### src/dfc_map.svh
// register offsets, field positions, reset values and packet layout constants
`ifndef DFC_MAP_SVH
`define DFC_MAP_SVH

// register byte offsets
`define DFC_ADDR_CTRL        8'h00
`define DFC_ADDR_STATUS      8'h04
`define DFC_ADDR_DCRED       8'h08
`define DFC_ADDR_CCRED       8'h0C

// control fields and reset values
`define DFC_CTRL_DW_BIT      0
`define DFC_CTRL_RETRY_BIT   1
`define DFC_CTRL_RESET       2'h0

// status fields
`define DFC_STAT_DW_BIT      0
`define DFC_STAT_STOP_BIT    1
`define DFC_STAT_FULL_BIT    2

// bus answers
`define DFC_RESP_OKAY        2'h0
`define DFC_RESP_DECERR      2'h3

// credit counter geometry
`define DFC_CRED_W           6
`define DFC_CRED_MAX         6'h3F
`define DFC_FIELD_MAX_DW     5'h1F
`define DFC_FIELD_MAX_64     5'h03
`define DFC_CMD_MAX          6'h03

// link packet layout, bit-time n in bits [8n+7:8n]
`define DFC_NOP_CMD          6'h00
`define DFC_NOP_DISC_BIT     6
`define DFC_FIFO_DEPTH       16
`define DFC_NOP_W            32

`endif

### src/dfc_pkg.sv
// types shared by the credit block
package dfc_pkg;
    typedef enum logic [1:0] {DFC_CLS_POSTED, DFC_CLS_NONPOSTED, DFC_CLS_RESPONSE} dfc_class_t;
    typedef enum logic {DFC_MODE_64B, DFC_MODE_DW} dfc_mode_t;
    typedef enum logic {DFC_TX_IDLE, DFC_TX_GRANT} dfc_tx_state_t;
endpackage

### src/dfc_fifo.sv
// synchronous valid/ready fifo holding received credit packets
`timescale 1ns/100ps
module dfc_fifo #(
    parameter int WIDTH = 32,
    parameter int DEPTH = 16
) (
    // clock and reset
    input  wire logic             aclk,
    input  wire logic             aresetn,
    // fill side
    input  wire logic             in_valid,
    output logic                  in_ready,
    input  wire logic [WIDTH-1:0] in_data,
    // drain side
    output logic                  out_valid,
    input  wire logic             out_ready,
    output logic [WIDTH-1:0]      out_data
);
    localparam int AW = $clog2(DEPTH);

    logic [WIDTH-1:0] mem [DEPTH];
    logic [AW-1:0]    wr_ptr_reg;
    logic [AW-1:0]    rd_ptr_reg;
    logic [AW:0]      count_reg;
    logic [AW:0]      count_next;
    logic             push;
    logic             pop;

    assign push      = in_valid && in_ready;
    assign pop       = out_valid && out_ready;
    assign out_valid = (count_reg != '0);
    assign out_data  = mem[rd_ptr_reg];

    always_comb begin
        count_next = count_reg;
        if (push && !pop) begin
            count_next = count_reg + 1'b1;
        end else if (pop && !push) begin
            count_next = count_reg - 1'b1;
        end
    end

    always_ff @(posedge aclk) begin
        if (!aresetn) begin
            count_reg <= '0;
            in_ready  <= 1'b0;
        end else begin
            count_reg <= count_next;
            // ready is a flop so full never depends on the filler's valid
            in_ready  <= (count_next != (AW+1)'(DEPTH));
        end
    end

    always_ff @(posedge aclk) begin
        if (!aresetn) begin
            wr_ptr_reg <= '0;
            rd_ptr_reg <= '0;
        end else begin
            if (push) begin
                wr_ptr_reg <= wr_ptr_reg + 1'b1;
            end
            if (pop) begin
                rd_ptr_reg <= rd_ptr_reg + 1'b1;
            end
        end
    end

    always_ff @(posedge aclk) begin
        if (push) begin
            mem[wr_ptr_reg] <= in_data;
        end
    end
endmodule // dfc_fifo

### src/dfc_top.sv
// doubleword/64-byte data buffer credit tracking with a register slave
//
// The register offsets and the AXI4-Lite interface to the registers are this design's own decisions.
`timescale 1ns/100ps
`include "dfc_map.svh"
module dfc_top (
    // clock and reset
    input  wire logic        aclk,
    input  wire logic        aresetn,
    // register bus
    input  wire logic [7:0]  s_axi_awaddr,
    input  wire logic        s_axi_awvalid,
    output logic             s_axi_awready,
    input  wire logic [31:0] s_axi_wdata,
    input  wire logic [3:0]  s_axi_wstrb,
    input  wire logic        s_axi_wvalid,
    output logic             s_axi_wready,
    output logic [1:0]       s_axi_bresp,
    output logic             s_axi_bvalid,
    input  wire logic        s_axi_bready,
    input  wire logic [7:0]  s_axi_araddr,
    input  wire logic        s_axi_arvalid,
    output logic             s_axi_arready,
    output logic [31:0]      s_axi_rdata,
    output logic [1:0]       s_axi_rresp,
    output logic             s_axi_rvalid,
    input  wire logic        s_axi_rready,
    // link control
    input  wire logic        warm_rst,
    input  wire logic        link_stop_n,
    output logic             dw_mode_active,
    // received credit packets
    input  wire logic        nop_valid,
    output logic             nop_ready,
    input  wire logic [31:0] nop_data,
    // transmit requests
    input  wire logic        tx_valid,
    input  wire logic [1:0]  tx_class,
    input  wire logic        tx_has_data,
    input  wire logic [4:0]  tx_dwords,
    input  wire logic        tx_byte_write,
    output logic             tx_grant,
    // receive buffer freeing and credit packet generation
    input  wire logic        free_valid,
    input  wire logic [1:0]  free_class,
    input  wire logic        free_has_data,
    input  wire logic [4:0]  free_dwords,
    input  wire logic        free_byte_write,
    input  wire logic        nop_gen_req,
    output logic             nop_out_valid,
    output logic [31:0]      nop_out_data
);
    localparam int NCLS = 3;

    logic [`DFC_CRED_W-1:0] data_cred_reg [NCLS];
    logic [`DFC_CRED_W-1:0] cmd_cred_reg  [NCLS];
    logic [`DFC_CRED_W-1:0] free_data_reg [NCLS];
    logic [`DFC_CRED_W-1:0] free_cmd_reg  [NCLS];
    logic [4:0]             data_inc      [NCLS];
    logic [1:0]             cmd_inc       [NCLS];
    logic [4:0]             rep_data      [NCLS];
    logic [1:0]             rep_cmd       [NCLS];
    logic [4:0]             enc_data      [NCLS];
    logic [1:0]             ctrl_reg;
    dfc_pkg::dfc_mode_t     mode_reg;
    dfc_pkg::dfc_tx_state_t tx_state_reg;
    logic [2:0]             stop_sync_reg;
    logic                   stopped_reg;
    logic [31:0]            fifo_data;
    logic                   fifo_valid;
    logic                   nop_pop;
    logic                   nop_is_credit;
    logic [`DFC_CRED_W-1:0] tx_need;
    logic                   tx_take;
    logic [`DFC_CRED_W-1:0] free_amt;
    logic                   nop_send;
    logic [4:0]             field_max;
    logic [7:0]             aw_addr_reg;
    logic [31:0]            w_data_reg;
    logic [3:0]             w_strb_reg;
    logic                   aw_held_reg;
    logic                   w_held_reg;
    logic [31:0]            rd_word;
    logic                   rd_hit;

    function automatic logic [`DFC_CRED_W-1:0] sat_add(
        input logic [`DFC_CRED_W-1:0] a,
        input logic [`DFC_CRED_W-1:0] b
    );
        logic [`DFC_CRED_W:0] sum;
        sum = {1'b0, a} + {1'b0, b};
        // clamping holds the sum at the six-bit maximum instead of wrapping
        sat_add = sum[`DFC_CRED_W] ? `DFC_CRED_MAX : sum[`DFC_CRED_W-1:0];
    endfunction

    assign dw_mode_active = (mode_reg == dfc_pkg::DFC_MODE_DW);

    dfc_fifo #(
        .WIDTH (`DFC_NOP_W),
        .DEPTH (`DFC_FIFO_DEPTH)
    ) u_nop_fifo (
        .aclk      (aclk),
        .aresetn   (aresetn),
        .in_valid  (nop_valid),
        .in_ready  (nop_ready),
        .in_data   (nop_data),
        .out_valid (fifo_valid),
        .out_ready (nop_pop),
        .out_data  (fifo_data)
    );

    // stop pin: three flops, level taken once the last two agree
    always_ff @(posedge aclk) begin
        if (!aresetn) begin
            stop_sync_reg <= 3'h7;
            stopped_reg   <= 1'b0;
        end else begin
            stop_sync_reg <= {stop_sync_reg[1:0], link_stop_n};
            if (stop_sync_reg[1] == stop_sync_reg[2]) begin
                stopped_reg <= !stop_sync_reg[2];
            end
        end
    end

    // mode latched only at warm reset; a stop never touches it
    always_ff @(posedge aclk) begin
        if (!aresetn) begin
            mode_reg <= dfc_pkg::DFC_MODE_64B;
        end else if (warm_rst) begin
            if (ctrl_reg[`DFC_CTRL_DW_BIT] && !ctrl_reg[`DFC_CTRL_RETRY_BIT]) begin
                mode_reg <= dfc_pkg::DFC_MODE_DW;
            end else begin
                mode_reg <= dfc_pkg::DFC_MODE_64B;
            end
        end
    end

    // received credit packet decode; a stopped link drains nothing
    assign nop_pop       = fifo_valid && !stopped_reg;
    assign nop_is_credit = nop_pop && (fifo_data[5:0] == `DFC_NOP_CMD);

    always_comb begin
        if (dw_mode_active) begin
            data_inc[dfc_pkg::DFC_CLS_RESPONSE]  = {fifo_data[15:14], fifo_data[22],
                                                    fifo_data[31:30]};
            data_inc[dfc_pkg::DFC_CLS_POSTED]    = {fifo_data[11:10], fifo_data[29:27]};
            data_inc[dfc_pkg::DFC_CLS_NONPOSTED] = {fifo_data[19:18], fifo_data[26:24]};
        end else begin
            data_inc[dfc_pkg::DFC_CLS_RESPONSE]  = {3'h0, fifo_data[15:14]};
            data_inc[dfc_pkg::DFC_CLS_POSTED]    = {3'h0, fifo_data[11:10]};
            data_inc[dfc_pkg::DFC_CLS_NONPOSTED] = {3'h0, fifo_data[19:18]};
        end
        cmd_inc[dfc_pkg::DFC_CLS_RESPONSE]  = fifo_data[13:12];
        cmd_inc[dfc_pkg::DFC_CLS_POSTED]    = fifo_data[9:8];
        cmd_inc[dfc_pkg::DFC_CLS_NONPOSTED] = fifo_data[17:16];
    end

    // transmit need: mask dword is data in dword mode, one buffer otherwise
    always_comb begin
        if (!tx_has_data) begin
            tx_need = '0;
        end else if (dw_mode_active) begin
            tx_need = {1'b0, tx_dwords} + {5'h00, tx_byte_write};
        end else begin
            tx_need = 6'h01;
        end
    end

    assign tx_take = (tx_state_reg == dfc_pkg::DFC_TX_IDLE) && tx_valid && !stopped_reg
                     && !warm_rst && (tx_class != 2'h3)
                     && (data_cred_reg[tx_class] >= tx_need)
                     && (cmd_cred_reg[tx_class] != '0);

    // grant is one pulse; the GRANT state during it blocks a new take while the requester drops valid
    always_ff @(posedge aclk) begin
        if (!aresetn) begin
            tx_state_reg <= dfc_pkg::DFC_TX_IDLE;
            tx_grant     <= 1'b0;
        end else begin
            case (tx_state_reg)
                dfc_pkg::DFC_TX_IDLE: begin
                    tx_grant <= tx_take;
                    if (tx_take) begin
                        tx_state_reg <= dfc_pkg::DFC_TX_GRANT;
                    end
                end
                default: begin
                    tx_grant     <= 1'b0;
                    tx_state_reg <= dfc_pkg::DFC_TX_IDLE;
                end
            endcase
        end
    end

    // six-bit transmit counters; only a warm reset moves them while the link is stopped
    always_ff @(posedge aclk) begin
        if (!aresetn || warm_rst) begin
            for (int i = 0; i < NCLS; i++) begin
                data_cred_reg[i] <= '0;
                cmd_cred_reg[i]  <= '0;
            end
        end else if (!stopped_reg) begin
            for (int i = 0; i < NCLS; i++) begin
                data_cred_reg[i] <= sat_add(data_cred_reg[i],
                                            nop_is_credit ? {1'b0, data_inc[i]} : 6'h00)
                                    - ((tx_take && tx_class == 2'(i)) ? tx_need : 6'h00);
                cmd_cred_reg[i]  <= sat_add(cmd_cred_reg[i],
                                            nop_is_credit ? {4'h0, cmd_inc[i]} : 6'h00)
                                    - ((tx_take && tx_class == 2'(i)) ? 6'h01 : 6'h00);
            end
        end
    end

    // receive side: freed buffers gathered, then reported in a credit packet
    assign free_amt  = !free_has_data ? 6'h00 :
                       dw_mode_active ? ({1'b0, free_dwords} + {5'h00, free_byte_write}) : 6'h01;
    assign field_max = dw_mode_active ? `DFC_FIELD_MAX_DW : `DFC_FIELD_MAX_64;
    assign nop_send  = nop_gen_req && !stopped_reg && !warm_rst;

    always_comb begin
        for (int i = 0; i < NCLS; i++) begin
            rep_data[i] = (free_data_reg[i] > {1'b0, field_max}) ? field_max
                                                                 : free_data_reg[i][4:0];
            rep_cmd[i]  = (free_cmd_reg[i] > `DFC_CMD_MAX) ? 2'h3 : free_cmd_reg[i][1:0];
            // 64-byte credits sit in the upper two bits of the wide field
            enc_data[i] = dw_mode_active ? rep_data[i] : {rep_data[i][1:0], 3'h0};
        end
    end

    always_ff @(posedge aclk) begin
        if (!aresetn || warm_rst) begin
            for (int i = 0; i < NCLS; i++) begin
                free_data_reg[i] <= '0;
                free_cmd_reg[i]  <= '0;
            end
        end else begin
            for (int i = 0; i < NCLS; i++) begin
                free_data_reg[i] <= sat_add(free_data_reg[i] - (nop_send ? {1'b0, rep_data[i]}
                                                                         : 6'h00),
                                            (free_valid && free_class == 2'(i)) ? free_amt
                                                                                : 6'h00);
                free_cmd_reg[i]  <= sat_add(free_cmd_reg[i] - (nop_send ? {4'h0, rep_cmd[i]}
                                                                        : 6'h00),
                                            (free_valid && free_class == 2'(i)) ? 6'h01
                                                                                : 6'h00);
            end
        end
    end

    always_ff @(posedge aclk) begin
        if (!aresetn) begin
            nop_out_valid <= 1'b0;
            nop_out_data  <= 32'h0000_0000;
        end else begin
            nop_out_valid <= nop_send;
            if (nop_send) begin
                nop_out_data <= {enc_data[dfc_pkg::DFC_CLS_RESPONSE][1:0],
                                 enc_data[dfc_pkg::DFC_CLS_POSTED][2:0],
                                 enc_data[dfc_pkg::DFC_CLS_NONPOSTED][2:0],
                                 1'b0, enc_data[dfc_pkg::DFC_CLS_RESPONSE][2], 2'h0,
                                 enc_data[dfc_pkg::DFC_CLS_NONPOSTED][4:3],
                                 rep_cmd[dfc_pkg::DFC_CLS_NONPOSTED],
                                 enc_data[dfc_pkg::DFC_CLS_RESPONSE][4:3],
                                 rep_cmd[dfc_pkg::DFC_CLS_RESPONSE],
                                 enc_data[dfc_pkg::DFC_CLS_POSTED][4:3],
                                 rep_cmd[dfc_pkg::DFC_CLS_POSTED],
                                 1'b0, 1'b0, `DFC_NOP_CMD};
            end
        end
    end

    // register bus: write address and data may arrive in either order
    always_ff @(posedge aclk) begin
        if (!aresetn) begin
            s_axi_awready <= 1'b1;
            s_axi_wready  <= 1'b1;
            aw_held_reg   <= 1'b0;
            w_held_reg    <= 1'b0;
            aw_addr_reg   <= 8'h00;
            w_data_reg    <= 32'h0000_0000;
            w_strb_reg    <= 4'h0;
        end else begin
            if (s_axi_awvalid && s_axi_awready) begin
                aw_addr_reg   <= s_axi_awaddr;
                aw_held_reg   <= 1'b1;
                s_axi_awready <= 1'b0;
            end
            if (s_axi_wvalid && s_axi_wready) begin
                w_data_reg   <= s_axi_wdata;
                w_strb_reg   <= s_axi_wstrb;
                w_held_reg   <= 1'b1;
                s_axi_wready <= 1'b0;
            end
            if (aw_held_reg && w_held_reg && !s_axi_bvalid) begin
                aw_held_reg <= 1'b0;
                w_held_reg  <= 1'b0;
            end
            if (s_axi_bvalid && s_axi_bready) begin
                s_axi_awready <= 1'b1;
                s_axi_wready  <= 1'b1;
            end
        end
    end

    always_ff @(posedge aclk) begin
        if (!aresetn) begin
            s_axi_bvalid <= 1'b0;
            s_axi_bresp  <= `DFC_RESP_OKAY;
            ctrl_reg     <= `DFC_CTRL_RESET;
        end else if (aw_held_reg && w_held_reg && !s_axi_bvalid) begin
            s_axi_bvalid <= 1'b1;
            if (aw_addr_reg[7:2] == `DFC_ADDR_CTRL >> 2) begin
                s_axi_bresp <= `DFC_RESP_OKAY;
                // takes effect at the next warm reset only
                if (w_strb_reg[0]) begin
                    ctrl_reg <= w_data_reg[1:0];
                end
            end else if (aw_addr_reg[7:2] == `DFC_ADDR_STATUS >> 2
                         || aw_addr_reg[7:2] == `DFC_ADDR_DCRED >> 2
                         || aw_addr_reg[7:2] == `DFC_ADDR_CCRED >> 2) begin
                s_axi_bresp <= `DFC_RESP_OKAY;
            end else begin
                s_axi_bresp <= `DFC_RESP_DECERR;
            end
        end else if (s_axi_bvalid && s_axi_bready) begin
            s_axi_bvalid <= 1'b0;
        end
    end

    always_comb begin
        rd_hit  = 1'b1;
        rd_word = 32'h0000_0000;
        if (s_axi_araddr[7:2] == `DFC_ADDR_CTRL >> 2) begin
            rd_word[1:0] = ctrl_reg;
        end else if (s_axi_araddr[7:2] == `DFC_ADDR_STATUS >> 2) begin
            rd_word[`DFC_STAT_DW_BIT]   = dw_mode_active;
            rd_word[`DFC_STAT_STOP_BIT] = stopped_reg;
            rd_word[`DFC_STAT_FULL_BIT] = !nop_ready;
        end else if (s_axi_araddr[7:2] == `DFC_ADDR_DCRED >> 2) begin
            rd_word = {10'h000, data_cred_reg[2], 2'h0, data_cred_reg[1], 2'h0,
                       data_cred_reg[0]};
        end else if (s_axi_araddr[7:2] == `DFC_ADDR_CCRED >> 2) begin
            rd_word = {10'h000, cmd_cred_reg[2], 2'h0, cmd_cred_reg[1], 2'h0,
                       cmd_cred_reg[0]};
        end else begin
            rd_hit = 1'b0;
        end
    end

    always_ff @(posedge aclk) begin
        if (!aresetn) begin
            s_axi_arready <= 1'b1;
            s_axi_rvalid  <= 1'b0;
            s_axi_rdata   <= 32'h0000_0000;
            s_axi_rresp   <= `DFC_RESP_OKAY;
        end else if (s_axi_arvalid && s_axi_arready) begin
            s_axi_arready <= 1'b0;
            s_axi_rvalid  <= 1'b1;
            s_axi_rdata   <= rd_word;
            s_axi_rresp   <= rd_hit ? `DFC_RESP_OKAY : `DFC_RESP_DECERR;
        end else if (s_axi_rvalid && s_axi_rready) begin
            s_axi_rvalid  <= 1'b0;
            s_axi_arready <= 1'b1;
        end
    end
endmodule // dfc_top

### config.mk
export PLATFORM = sky130hd
export DESIGN_NAME = dfc_top
export DESIGN_NICKNAME = d
export VERILOG_FILES = /design/src/dfc_pkg.sv /design/src/dfc_fifo.sv /design/src/dfc_top.sv
export VERILOG_INCLUDE_DIRS = /design/src /design/src/src
export SDC_FILE = /design/constraint.sdc
export NUM_CORES = 1
export LEC_CHECK = 0
export BUFFER_PORTS_ARGS = -buffer_cell sky130_fd_sc_hd__buf_2
export CORE_ASPECT_RATIO = 1.4
export CORE_UTILIZATION = 55
export DETAILED_ROUTE_END_ITERATION = 10
export PLACE_DENSITY = 0.74
export SLEW_MARGIN = 15
export SYNTH_ARGS = -nofsm -noshare
export SYNTH_HDL_FRONTEND = slang
export SYNTH_SLANG_ARGS = --single-unit
### constraint.sdc
create_clock -name aclk -period 7.8 [get_ports aclk]
set_input_delay 0.39 -clock aclk [delete_from_list [all_inputs] [get_ports aclk]]
set_output_delay 0.39 -clock aclk [all_outputs]
set_load 0.1 [all_outputs]
== Yosys cells after proc, flatten, opt, wreduce, memory -nomap -nowiden ==
Memory sizes are Yosys's and may differ from the RTL's. A register that Yosys moved wholly into a read port is not among the register bits.
Cells that the tools add are included.

* Logic and storage cells: 243
* Bits in writable memories: 584
* Register bits after elaboration: 99
* Output and inout port bits: 77
* Memories: 5

* Muxes and demuxes: 96
* Bitwise logic cells: 14
* $lt $le $gt $ge: 7
* $add $sub $neg: 30
* Reduce and logical (&&, ||, !) cells: 53
* Equality and inequality tests: 13

{| class="wikitable"
|+ Memory list
! memory !! depth !! bits a word !! rd ports !! clocked after memory_dff !! write ports !! line !! source
|-
| u_nop_fifo.mem || 16 || 32 || 1 || 1 || 1 || dfc_fifo.sv:21 || <nowiki>logic [WIDTH-1:0] mem [DEPTH];</nowiki>
|-
| cmd_cred_reg || 3 || 6 || 4 || 0 || 3 || dfc_top.sv:56 || <nowiki>logic [`DFC_CRED_W-1:0] cmd_cred_reg [NCLS];</nowiki>
|-
| data_cred_reg || 3 || 6 || 4 || 0 || 3 || dfc_top.sv:55 || <nowiki>logic [`DFC_CRED_W-1:0] data_cred_reg [NCLS];</nowiki>
|-
| free_cmd_reg || 3 || 6 || 3 || 0 || 3 || dfc_top.sv:58 || <nowiki>logic [`DFC_CRED_W-1:0] free_cmd_reg [NCLS];</nowiki>
|-
| free_data_reg || 3 || 6 || 3 || 0 || 3 || dfc_top.sv:57 || <nowiki>logic [`DFC_CRED_W-1:0] free_data_reg [NCLS];</nowiki>
|}

{| class="wikitable"
|+ Operators with widths
! kind !! number
|-
| two-way mux 6 bit || 34
|-
| two-way mux 5 bit || 15
|-
| two-way mux 22 bit || 2
|-
| two-way mux 30 bit || 1
|-
| logical AND 1 bit || 28
|-
| two-way mux 1 bit || 26
|-
| two-way mux 2 bit || 13
|-
| == test 6 x 2 -> 1 bit (second input constant) || 4
|-
| adder 6 x 1 -> 7 bit || 3
|-
| adder 6 x 2 -> 7 bit || 3
|-
| adder 6 x 5 -> 7 bit || 3
|-
| adder 6 x 6 -> 7 bit || 3
|-
| two-way mux 19 bit || 1
|-
| greater-than comparator 6 x 2 -> 1 bit (second input constant) || 3
|-
| greater-than comparator 6 x 5 -> 1 bit || 3
|-
| logical NOT 6 bit || 3
|-
| subtractor 6 x 1 -> 6 bit || 3
|-
| subtractor 6 x 2 -> 6 bit || 3
|-
| subtractor 6 x 5 -> 6 bit || 3
|-
| subtractor 6 bit || 3
|-
| two-way mux 15 bit || 1
|-
| adder 5 x 1 -> 6 bit || 2
|-
| == test 6 x 1 -> 1 bit (second input constant) || 2
|-
| bitwise OR 1 bit || 12
|-
| 20 further kinds || 39
|}

== Longest topological paths before layout ==
Gate-level depths: netlist (run 1).

* Depth in word-level cells: 11
* Depth in mapped cells: 24

== Cells and area by module ==
From an unflattened synthesis (run 1), not the netlist that was laid out.

* Cells, all modules: 2074
* Area, all modules: 30605.6 um2

{| class="wikitable"
|+ By module, submodules not included
! module !! cells an instance !! times used !! area each (um2)
|-
| dfc_fifo || 826 || 1 || 20170.6
|-
| dfc_top || 1248 || 1 || 10435.0
|}

== Worst setup path before layout (run 1) ==
OpenSTA, ideal clock, no wires.

* Kind: flip-flop to flip-flop
* Start: register mode_reg (netlist: dw_mode_active)
* End: memory data_cred_reg[1][5] (netlist bit) (data pin)
* Cell stages (with the launch flop): 20
* Arrival time: 4.610 ns
* Required time: 7.534 ns
* Period minus slack after synthesis: 4.876 ns
* Slack: 2.924 ns
* Path buffers: 2
* Library setup time: 0.266 ns
* Path through: dfxtp_1 clkbuf_1 inv_1 o21ai_0 inv_1 ha_1 nand2b_1 a2111oi_0 o31a_1 or2_2 clkbuf_1 nor2_1 nand2_1 ha_1 nor2b_1 o31a_1 o21ai_0 nand2b_1 xnor3_1 nor2_1

{| class="wikitable"
|+ RTL lines
! element !! line !! source
|-
| start, declared || dfc_top.sv:65 || <nowiki>dfc_pkg::dfc_mode_t mode_reg;</nowiki>
|-
| start signal, assigned || dfc_top.sv:128 || <nowiki>mode_reg <= dfc_pkg::DFC_MODE_64B;</nowiki>
|-
| start signal, assigned || dfc_top.sv:131 || <nowiki>mode_reg <= dfc_pkg::DFC_MODE_DW;</nowiki>
|-
| start signal, assigned || dfc_top.sv:133 || <nowiki>mode_reg <= dfc_pkg::DFC_MODE_64B;</nowiki>
|-
| end, declared || dfc_top.sv:55 ||
|}

==> flow_metrics.tcl, run 1 <==
set metrics [dict create \
    drv_slew 0 \
    cts_num_sinks 588 \
    worst_pin_slew_ns 1.168 \
    placed_area_mm2 0.02846 \
    routedWlPerCell_um 21.49 \
    hold_violations 0 \
    setup_viol 0 \
    port_buffers 124 \
    hpwl_mm 38.01 \
    syn_to_final_growth_pct 11.23 \
    synthFlopType "edfxtp_1" \
    ys_seq_area_share_pct 60.55 \
    syn_inst 2023 \
    first_pass_iters 5 \
    maxCapViolations 0 \
    cts_root_buf "clkbuf_16" \
    clkLatencyLatePin_ns 0.63 \
    synthDistinctLibCells 72 \
    irDropWorstVdd_uv 199.5 \
    path_clk_slew_ns 0.07 \
    yosysTopAreaCellShare_pct 51.71 \
    synth-edff-count 468 \
    finClkSkew_ns 0.02876 \
    drc 0 \
    startpoint_type "flip-flop" \
    endpoint_kind "flip-flop" \
    grt_pass1_wl_mm 93.67 \
    grt_usage_pct 24.34 \
    top_regs "u_nop_fifo.mem x432, nop_out_data x21" \
    final_cells 2833 \
    rsz0062_at_grt "false" \
    wirelength_mm 60.89 \
    antenna_cells 0 \
    top_register "u_nop_fifo.mem" \
    cp.arrival_ns 6.30 \
    async_flop_share_pct 0 \
    max_freq_mhz 168.4 \
    final_common_cell "edfxtp_1" \
    critPathMaxFanout 24 \
    rows 96 \
    antenna_found_initial 5 \
    die_x_um 189.9 \
    ys_ff_latch 588 \
    cts_resized 0 \
    clock_path_buffers 3 \
    layout_common_cells "edfxtp_1 (468), nor2_1 (169), nand2_1 (154), buf_2 (124), dfxtp_1 (118)" \
    finalInstanceArea_mm2 0.03023 \
    start_util_pct 55.59 \
    hold_buffers 3 \
    synth.largest_area_cell "edfxtp_1" \
    ys_warn_count 0 \
    slew_headroom_pct 21.97 \
    nets 2392 \
    power.density_mw_per_mm2 277.8 \
    pin_count 192 \
    finalCoreUtilization_pct 61.83 \
    syn_avg_cell_area_um2 13.43 \
    dp.cells 2727 \
    ant_nets 0 \
    min_period_ns 5.937 \
    crit_required_ns 8.17 \
    vias_per_cell 5.987 \
    grt_pass1_vias 17140 \
    grt_remaining_overflow 0 \
    fin_crit_sh_pct 76.11 \
    drtIter0Drc 1163 \
    status "complete, no violations" \
    syn_area_mm2 0.02718 \
    grt_max_degree 62 \
    critPathKind "reg -> reg" \
    cts_buffers 54 \
    cts_setup_buffers 0 \
    gp_congestion 0.8588 \
    cts_tree "yes" \
    core-area_mm2 0.04889 \
    die_h_um 265.0 \
    largest_reg_flops 432 \
    leakagePower_uw 0.01087 \
    vias 16960 \
    htree_levels 2 \
    dieArea_mm2 0.05032 \
    drive_gt1_share_pct 17.49 \
    fin_tns_setup_ns 0 \
    hp-class "in -> reg" \
    synth.area.top_cells "edfxtp_1 (52%), dfxtp_1 (8.8%), mux4_2 (7.7%)" \
]
[per-stage QoR]
stage	worst slack (ns)	hold slack (ns)	power (µW)
2_1_floorplan	2.924	0.3863	5387
3_3_place_gp	1.925	0.4158	5799
3_5_place_dp	1.787	0.4003	5873
4_1_cts	1.804	0.002793	8445
5_1_grt	1.437	0.02013	8779
6_report	1.863	0.02475	8399
[power by group]
group | switching, µW | internal [µW]
Clock | 1170 | 1400
Sequential | 154 | 3500
Combinational | 1200 | 969
[critical path: stages, from the launching register on]
cell      delay (ns)
dfxtp_4         0.64
buf_4           0.44
mux4_2          0.58
mux2_2          0.28
o21ai_0         0.52
o221ai_1        0.24
and3_1          0.23
ha_1            0.19
inv_1           0.07
fa_1            0.19
nand2b_1        0.11
a21oi_1         0.08
and2_1          0.17
o21ai_0         0.36
nand2_1         0.18
ha_1            0.31
nor2b_1         0.14
o31a_1          0.26
o21ai_0         0.20
nand2b_1        0.08
xnor3_1         0.36
nor2_1          0.04
[cells in the mapped netlist (4+ instances only)]
library cell / number
o211ai_1: 5
nor4_1: 21
a2111oi_0: 5
nor2b_1: 23
o21a_1: 8
nor3_1: 33
buf_4: 30
nor3b_1: 12
a21oi_1: 112
nand3_1: 43
o21ai_0: 61
o31a_1: 6
xor2_1: 34
or2_2: 12
dfxtp_1: 120
mux4_2: 93
buf_2: 20
and2_1: 9
nand4_1: 13
buf_1: 4
edfxtp_1: 468
clkbuf_1: 50
or4_1: 11
and3_1: 26
o221ai_1: 7
a31oi_1: 13
mux2i_1: 39
nand2_1: 154
xnor2_1: 37
fa_1: 13
a21o_1: 31
a211oi_1: 16
inv_1: 72
ha_1: 114
mux2_2: 13
nor2_1: 181
nand2b_1: 26
a32oi_1: 4
nand3b_1: 11
or3_1: 12
[cell families (layout without fill, tap and decap cells)]
group	after synthesis	in the layout	share of synthesized area [%]
xor gates and xnor gates	76	76	2.657
and+or+nand+nor	602	602	10.79
buffers and inverters	180	329	3.025
other	1	25	0.01380
AOI/OAI and AO/OA	304	304	7.076
adders and majority gates	127	127	6.206
DFF	588	588	60.55
muxes	145	145	9.682
[final timing paths]
kind,startpoint,end,slack (ns),cells past startpoint
worst max-delay path,flip-flop,data_cred_reg[1][5],1.86,21
worst min-delay path,s_axi_awaddr[7],aw_addr_reg[7],0.02,3
worst max register to register,flip-flop,data_cred_reg[1][5],1.86,21
worst min register to register,stop_sync_reg[0],stop_sync_reg[1],0.44,1
[area by class of cell]
cell class | instances | area, µm²
Multi-Input combinational cell | 1279 | 10110
Clock inverter | 35 | 304.0
Sequential cell | 588 | 16460
Tap cell | 637 | 797.0
Inverter | 74 | 277.8
Fill cell | 3628 | 18660
Clock buffer | 67 | 1410
Timing Repair Buffer | 153 | 865.8
[per-layer routing]
layer  GRT usage [%]  vias to the layer above  share of wire [%]
met4           8.195                       10                2.7
met5               0                        -              0.097
met3           4.117                      131                6.0
met1           29.55                     8401                 39
li1                -                     7814                  -
met2           43.57                      604                 52
Note: power is estimated with default switching activity, not from simulation.
==> run 2: changes to the inputs <==
- clock period: 7.8 -> 5.5 ns (I/O delays scaled with it)
==> run 2 against run 1 <==
Compared with the run above: critical path depth up 1; first-iteration DRC count up 12%; final cell count up 1.1%; clock skew rose by 0.0053 ns; design area increased by 1.3%; critical path type unchanged; largest cell class unchanged; largest power group unchanged.
==> flow_metrics.tcl, run 2 (synthesized netlist as in run 1, its figures left out) <==
set metrics [dict create \
    status "complete, no violations" \
    min_period_ns 5.191 \
    path_cells "or4_1, o41ai_1, a31oi_1, nor4_2, a311o_2, and3_1, ha_1, inv_1, fa_1, nand2b_1, a21oi_1, and2_1, o21ai_0, buf_4, nand2_1, ha_1, nor2b_1, o31a_1, o21ai_0, nand2b_1, xnor3_1, nor2_1" \
    syn_to_final_growth_pct 12.71 \
    path_clk_slew_ns 0.07 \
    crit_required_ns 5.87 \
    routedWlPerCell_um 21.94 \
    max_freq_mhz 192.6 \
    cts_tree "yes" \
    fin_crit_sh_pct 94.39 \
    layout_common_cells "edfxtp_1 (468), nor2_1 (169), nand2_1 (154), buf_2 (124), dfxtp_1 (118)" \
    critPathKind "reg -> reg" \
    worst_slack_ns 0.3088 \
    ant_nets 0 \
    antenna_found_initial 6 \
    power.total_uw 12190 \
    start_util_pct 55.59 \
    r2r-end "data_cred_reg[1][5]" \
    endpoint_kind "flip-flop" \
    grt_max_degree 62 \
    finClkSkew_ns 0.03404 \
    r2r_start "u_nop_fifo.mem[10][0]" \
    rows 96 \
    core-area_mm2 0.04889 \
    cp.arrival_ns 5.56 \
    power.density_mw_per_mm2 397.9 \
    slew_headroom_pct 18.85 \
    pin_count 192 \
    die_h_um 265.0 \
    crit_slowest_cell "or4_1" \
    cts_num_sinks 588 \
    port_buffers 124 \
    startpoint_type "flip-flop" \
    rsz0062_at_grt "false" \
    r2r_slack_ns 0.31 \
    leakagePower_uw 0.01105 \
    worst_hold_startpoint "nop_data[8]" \
    drtIter0Drc 1299 \
    vias_per_cell 6.020 \
    drc 0 \
    vias 17250 \
    cts_buffers 53 \
    rr_worst_depth 22 \
    cts_root_buf "clkbuf_16" \
    cp_top_family "simple AND/OR/NAND/NOR gates" \
    irDropWorstVdd_uv 301.1 \
    setup_viol 0 \
    top_register "u_nop_fifo.mem" \
    wirelength_mm 62.85 \
    cpPeakStageDelay_ns 0.52 \
    gp_congestion 0.8848 \
    first_pass_iters 7 \
    grt_pass1_wl_mm 96.37 \
    largest_reg_flops 432 \
    maxCapViolations 0 \
    drv_slew 0 \
    top_regs "u_nop_fifo.mem x432, nop_out_data x21" \
    finalCoreUtilization_pct 62.66 \
    htree_levels 2 \
    hold_violations 0 \
    whs_path_depth 1 \
    fin_tns_setup_ns 0 \
    worst_hold_path.endpoint "u_nop_fifo.mem[14][8]" \
    hpwl_mm 38.76 \
    drive_gt1_share_pct 17.96 \
    dieArea_mm2 0.05032 \
    die_x_um 189.9 \
    hp-class "in -> reg" \
    grt_usage_pct 25.13 \
    timing.critical_path.buf_inv 2 \
    fillers 3524 \
    clkLatencyLatePin_ns 0.62 \
    worst_pin_slew_ns 1.214 \
    nets 2425 \
    final_common_cell "edfxtp_1" \
    critPathMaxFanout 6 \
    grt_remaining_overflow 0 \
    grt_pass1_vias 17370 \
    clock_path_buffers 3 \
    dp_slack_ns 0.1189 \
]
-- run 2: cell types whose count changed in the layout (fill, tap and decap cells not counted), sizes merged --
cell and delta:
inv -4, diode +1, bufinv +4, clkinv -2, clkinvlp -1, buf +16, dlygate4sd3 +18
-- run 2: worst max path at each step --
stage | start | to | cells after the start
2_1_floorplan | dw_mode_active | data_cred_reg[1][5] | 19
3_3_place_gp | u_nop_fifo.mem[10][0] | data_cred_reg[2][5] | 22
3_5_place_dp | u_nop_fifo.mem[10][0] | data_cred_reg[1][5] | 22
4_1_cts | u_nop_fifo.mem[10][0] | data_cred_reg[0][5] | 22
5_1_grt | u_nop_fifo.mem[10][0] | data_cred_reg[2][5] | 22
6_report | u_nop_fifo.mem[10][0] | data_cred_reg[1][5] | 22
-- run 2: layer usage --
metal | global-route usage [%] | vias to the layer above | wire length, µm
li1 | - | 7884 | -
met1 | 30.27 | 8530 | 23940
met2 | 44.93 | 665 | 32650
met3 | 3.919 | 159 | 4029
met4 | 9.677 | 10 | 2170
met5 | 0 | - | 62
-- run 2: report_power, final --
group / internal [µW] / leakage, µW / switching (µW)
Clock: 2150 / 0.000865 / 1660
Sequential: 4960 / 0.00531 / 200
Combinational: 1450 / 0.00487 / 1770
-- run 2: timing repair --
item | in CTS | in global routing
buffers inserted | 0 | 1
endpoints found under the setup margin | 0 | 3
endpoints found under the hold margin | 18 | 0
hold buffers | 21 | 0
gates resized for setup | 0 | 3
-- run 2: worst reg2reg max path, cell delays in order, from the launching register on --
cell,delay [ns]
edfxtp_1,0.36
or4_1,0.52
o41ai_1,0.28
a31oi_1,0.14
nor4_2,0.32
a311o_2,0.30
and3_1,0.20
ha_1,0.17
inv_1,0.06
fa_1,0.40
nand2b_1,0.16
a21oi_1,0.23
and2_1,0.18
o21ai_0,0.08
buf_4,0.17
nand2_1,0.12
ha_1,0.24
nor2b_1,0.14
o31a_1,0.26
o21ai_0,0.15
nand2b_1,0.08
xnor3_1,0.37
nor2_1,0.05
-- run 2: final cells by class --
cell class	count	area, µm²	area share, %
Clock inverter	32	367.9	1.201
Tap cell	637	797.0	2.602
Inverter	74	277.8	0.9068
Antenna cell	1	2.502	0.008170
Clock buffer	67	1409	4.599
Timing Repair Buffer	187	1195	3.901
Multi-Input combinational cell	1279	10120	33.03
Sequential cell	588	16460	53.75
-- run 2: per-stage QoR --
| step | hold WS, ns | cells | area [µm²] |
|---|---|---|---|
| floorplan | 0.3739 | 2047 | 27270 |
| global placement | 0.4038 | 2743 | 28600 |
| detailed placement | 0.3929 | 2743 | 28600 |
| CTS | 0.004891 | 2863 | 30590 |
| global route | 0.009232 | 2865 | 30630 |
| finish | 0.02795 | 2865 | 30630 |
==> run 3: changes to the inputs <==
- PLACE_DENSITY: 0.74 -> 0.73
- SYNTH_HIERARCHICAL: unset -> 1
==> run 3 against run 2 <==
Compared with the run above: clock power is 3% higher; maximum frequency is 0.13% lower; non-clock buffer count is 35 higher; hold slack better by 0.00069 ns; total power is 3.3% lower; final cell count is 0.91% lower; core utilization is 0.87 points higher; clock-buffer cell count is 2 lower; via count hardly changed; clock skew is 0.015 ns lower; die area is 1.7% higher; critical path type unchanged; largest cell class unchanged.
==> flow_metrics.tcl, run 3 <==
set metrics [dict create \
    syn_area_mm2 0.02764 \
    routedWlPerCell_um 23.12 \
    largest_reg_flops 432 \
    cpPeakStageDelay_ns 0.52 \
    maxCapViolations 0 \
    leakagePower_uw 0.01122 \
    start_util_pct 55.99 \
    vias_per_cell 6.074 \
    drc 0 \
    gp_congestion 0.8951 \
    wirelength_mm 65.63 \
    antenna_cells 0 \
    cp.arrival_ns 5.57 \
    r2r_slack_ns 0.30 \
    crit_slowest_cell "mux4_2" \
    port_buffers 124 \
    dp.cells 2698 \
    combPwrFrac_pct 24.1 \
    crit_required_ns 5.87 \
    max_freq_mhz 192.4 \
    syn_to_final_growth_pct 13.45 \
    critPathKind "reg -> reg" \
    grt_usage_pct 25.81 \
    rr_worst_depth 22 \
    dieArea_mm2 0.05117 \
    antenna_found_initial 6 \
    cts_tree "yes" \
    grt_max_degree 41 \
    hold_violations 0 \
    drv_slew 0 \
    cp-endpoint "data_cred_reg[1][5]" \
    htree_levels 2 \
    syn_avg_cell_area_um2 14.04 \
    grt_pass1_wl_mm 98.74 \
    worst_pin_slew_ns 1.111 \
    cts_buffers 55 \
    finClkSkew_ns 0.01914 \
    path_cells "buf_4, buf_6, mux4_2, mux4_2, nor2_2, nand3_2, nor2_2, ha_1, inv_1, fa_1, nand2b_1, a21oi_1, and2_1, o21ai_1, nand2_1, ha_1, nor2b_1, o31a_1, o21ai_0, nand2b_1, xnor3_1, nor2_1" \
    core-area_mm2 0.04937 \
    ant_nets 0 \
    whs_ns 0.02863 \
    critPathMaxFanout 7 \
    ys_warn_count 6 \
    drive_gt1_share_pct 20.94 \
    die_h_um 267.3 \
    min_period_ns 5.198 \
    irDropWorstVdd_uv 355.0 \
    timing.critical_path.buf_inv 3 \
    drtIter0Drc 1343 \
    fin_crit_sh_pct 94.51 \
    multi_input_area_mm2 0.01041 \
    status "complete, no violations" \
    startpoint_type "flip-flop" \
    rows 96 \
    top_register "u_nop_fifo/mem" \
    cp_top_family "simple AND/OR/NAND/NOR gates" \
    register_area_mm2 0.01646 \
    fillers 3496 \
    power.density_mw_per_mm2 375.9 \
    layout_common_cells "edfxtp_1 (468), nor2_1 (161), mux4_2 (137), buf_2 (124), dfxtp_1 (117)" \
    internal_power_uw 8516 \
    p_clk_share_pct 33.4 \
    p_sw_uw 3270 \
    grt_pass1_vias 17480 \
    clock_path_buffers 3 \
    hpwl_mm 39.94 \
    finalCoreUtilization_pct 63.52 \
    endpoint_kind "flip-flop" \
    clkLatencyLatePin_ns 0.63 \
    pin_count 192 \
    syn_inst 1969 \
    die_x_um 191.5 \
    setup_viol 0 \
    path_clk_slew_ns 0.07 \
    r2r-end "data_cred_reg[1][5]" \
    cts_num_sinks 588 \
    first_pass_iters 5 \
    grt_remaining_overflow 0 \
    final_common_cell "edfxtp_1" \
    nets 2399 \
    power_frac_seq_pct 42.6 \
    vias 17250 \
    hp-class "in -> reg" \
    crit_cells 22 \
    switching_share_pct 27.75 \
    slew_headroom_pct 25.35 \
    top_regs "u_nop_fifo/mem x432, nop_out_data x21" \
    cts_root_buf "clkbuf_16" \
    final_cells 2839 \
]
run 3: cell count changes in the layout (fill, tap and decap cells not counted), sizes merged, moves of 6 or more:
cell and delta:
nor2b +6, inv +12, a21o -8, dlygate4sd3 +14
and3 -8, buf +20, xor2 -6, and2 +21
nor2 -17, nor3 -11, nand2 -44, mux4 +44
nor4 -16
run 3: final cells by class:
type / instances / area share [%]
sequential: 588 / 52.50
multi-input combinational: 1208 / 33.21
timing repair buffer: 222 / 4.856
clock buffer: 65 / 4.576
tap: 637 / 2.542
clock inverter: 36 / 1.321
inverter: 83 / 0.9935
run 3: power by group through the flow:
stage / registers, µW / logic (µW) / clock network (µW)
4_1_cts: 5020 / 2760 / 3980
3_5_place_dp: 5120 / 2720 / 0
3_3_place_gp: 5110 / 2630 / 0
2_1_floorplan: 5150 / 2140 / 0
5_1_grt: 5030 / 3100 / 4140
6_report: 5020 / 2840 / 3930
run 3: layer usage:
layer,vias to the layer above,global-route usage (%),wire [µm]
li1,7777,-,-
met1,8631,30.21,24730
met2,675,47.00,34660
met3,156,4.089,4121
met4,6,10.10,2087
met5,-,0,33
run 3: how the worst min path moves through the flow:
stage	cells past startpoint	start	endpoint
6_report	1	nop_data[10]	u_nop_fifo/mem[10][10]
5_1_grt	1	nop_data[14]	u_nop_fifo/mem[11][14]
4_1_cts	3	s_axi_awvalid	aw_addr_reg[6]
3_5_place_dp	2	nop_out_data[13]	nop_out_data[13]
3_3_place_gp	2	aw_addr_reg[6]	aw_addr_reg[6]
2_1_floorplan	1	aresetn	stop_sync_reg[0]
run 3: repair_timing:
item	in CTS	in global routing
resized for setup	0	11
endpoints found under the hold margin	168	0
endpoints found under the setup margin	0	6
hold buffers	35	0
setup buffers	0	4
run 3: stage by stage:
stage / TNS (ns) / setup slack, ns / cell area, µm² / power, µW
after global placement: 0 / 0.1261 / 29060 / 7740
after floorplan: 0 / 0.08370 / 27730 / 7294
after global routing: -0.01439 / -0.01439 / 31360 / 12270
after CTS: 0 / 0.01060 / 31260 / 11770
final: 0 / 0.3020 / 31360 / 11790
after detailed placement: -0.001957 / -0.001957 / 29060 / 7836
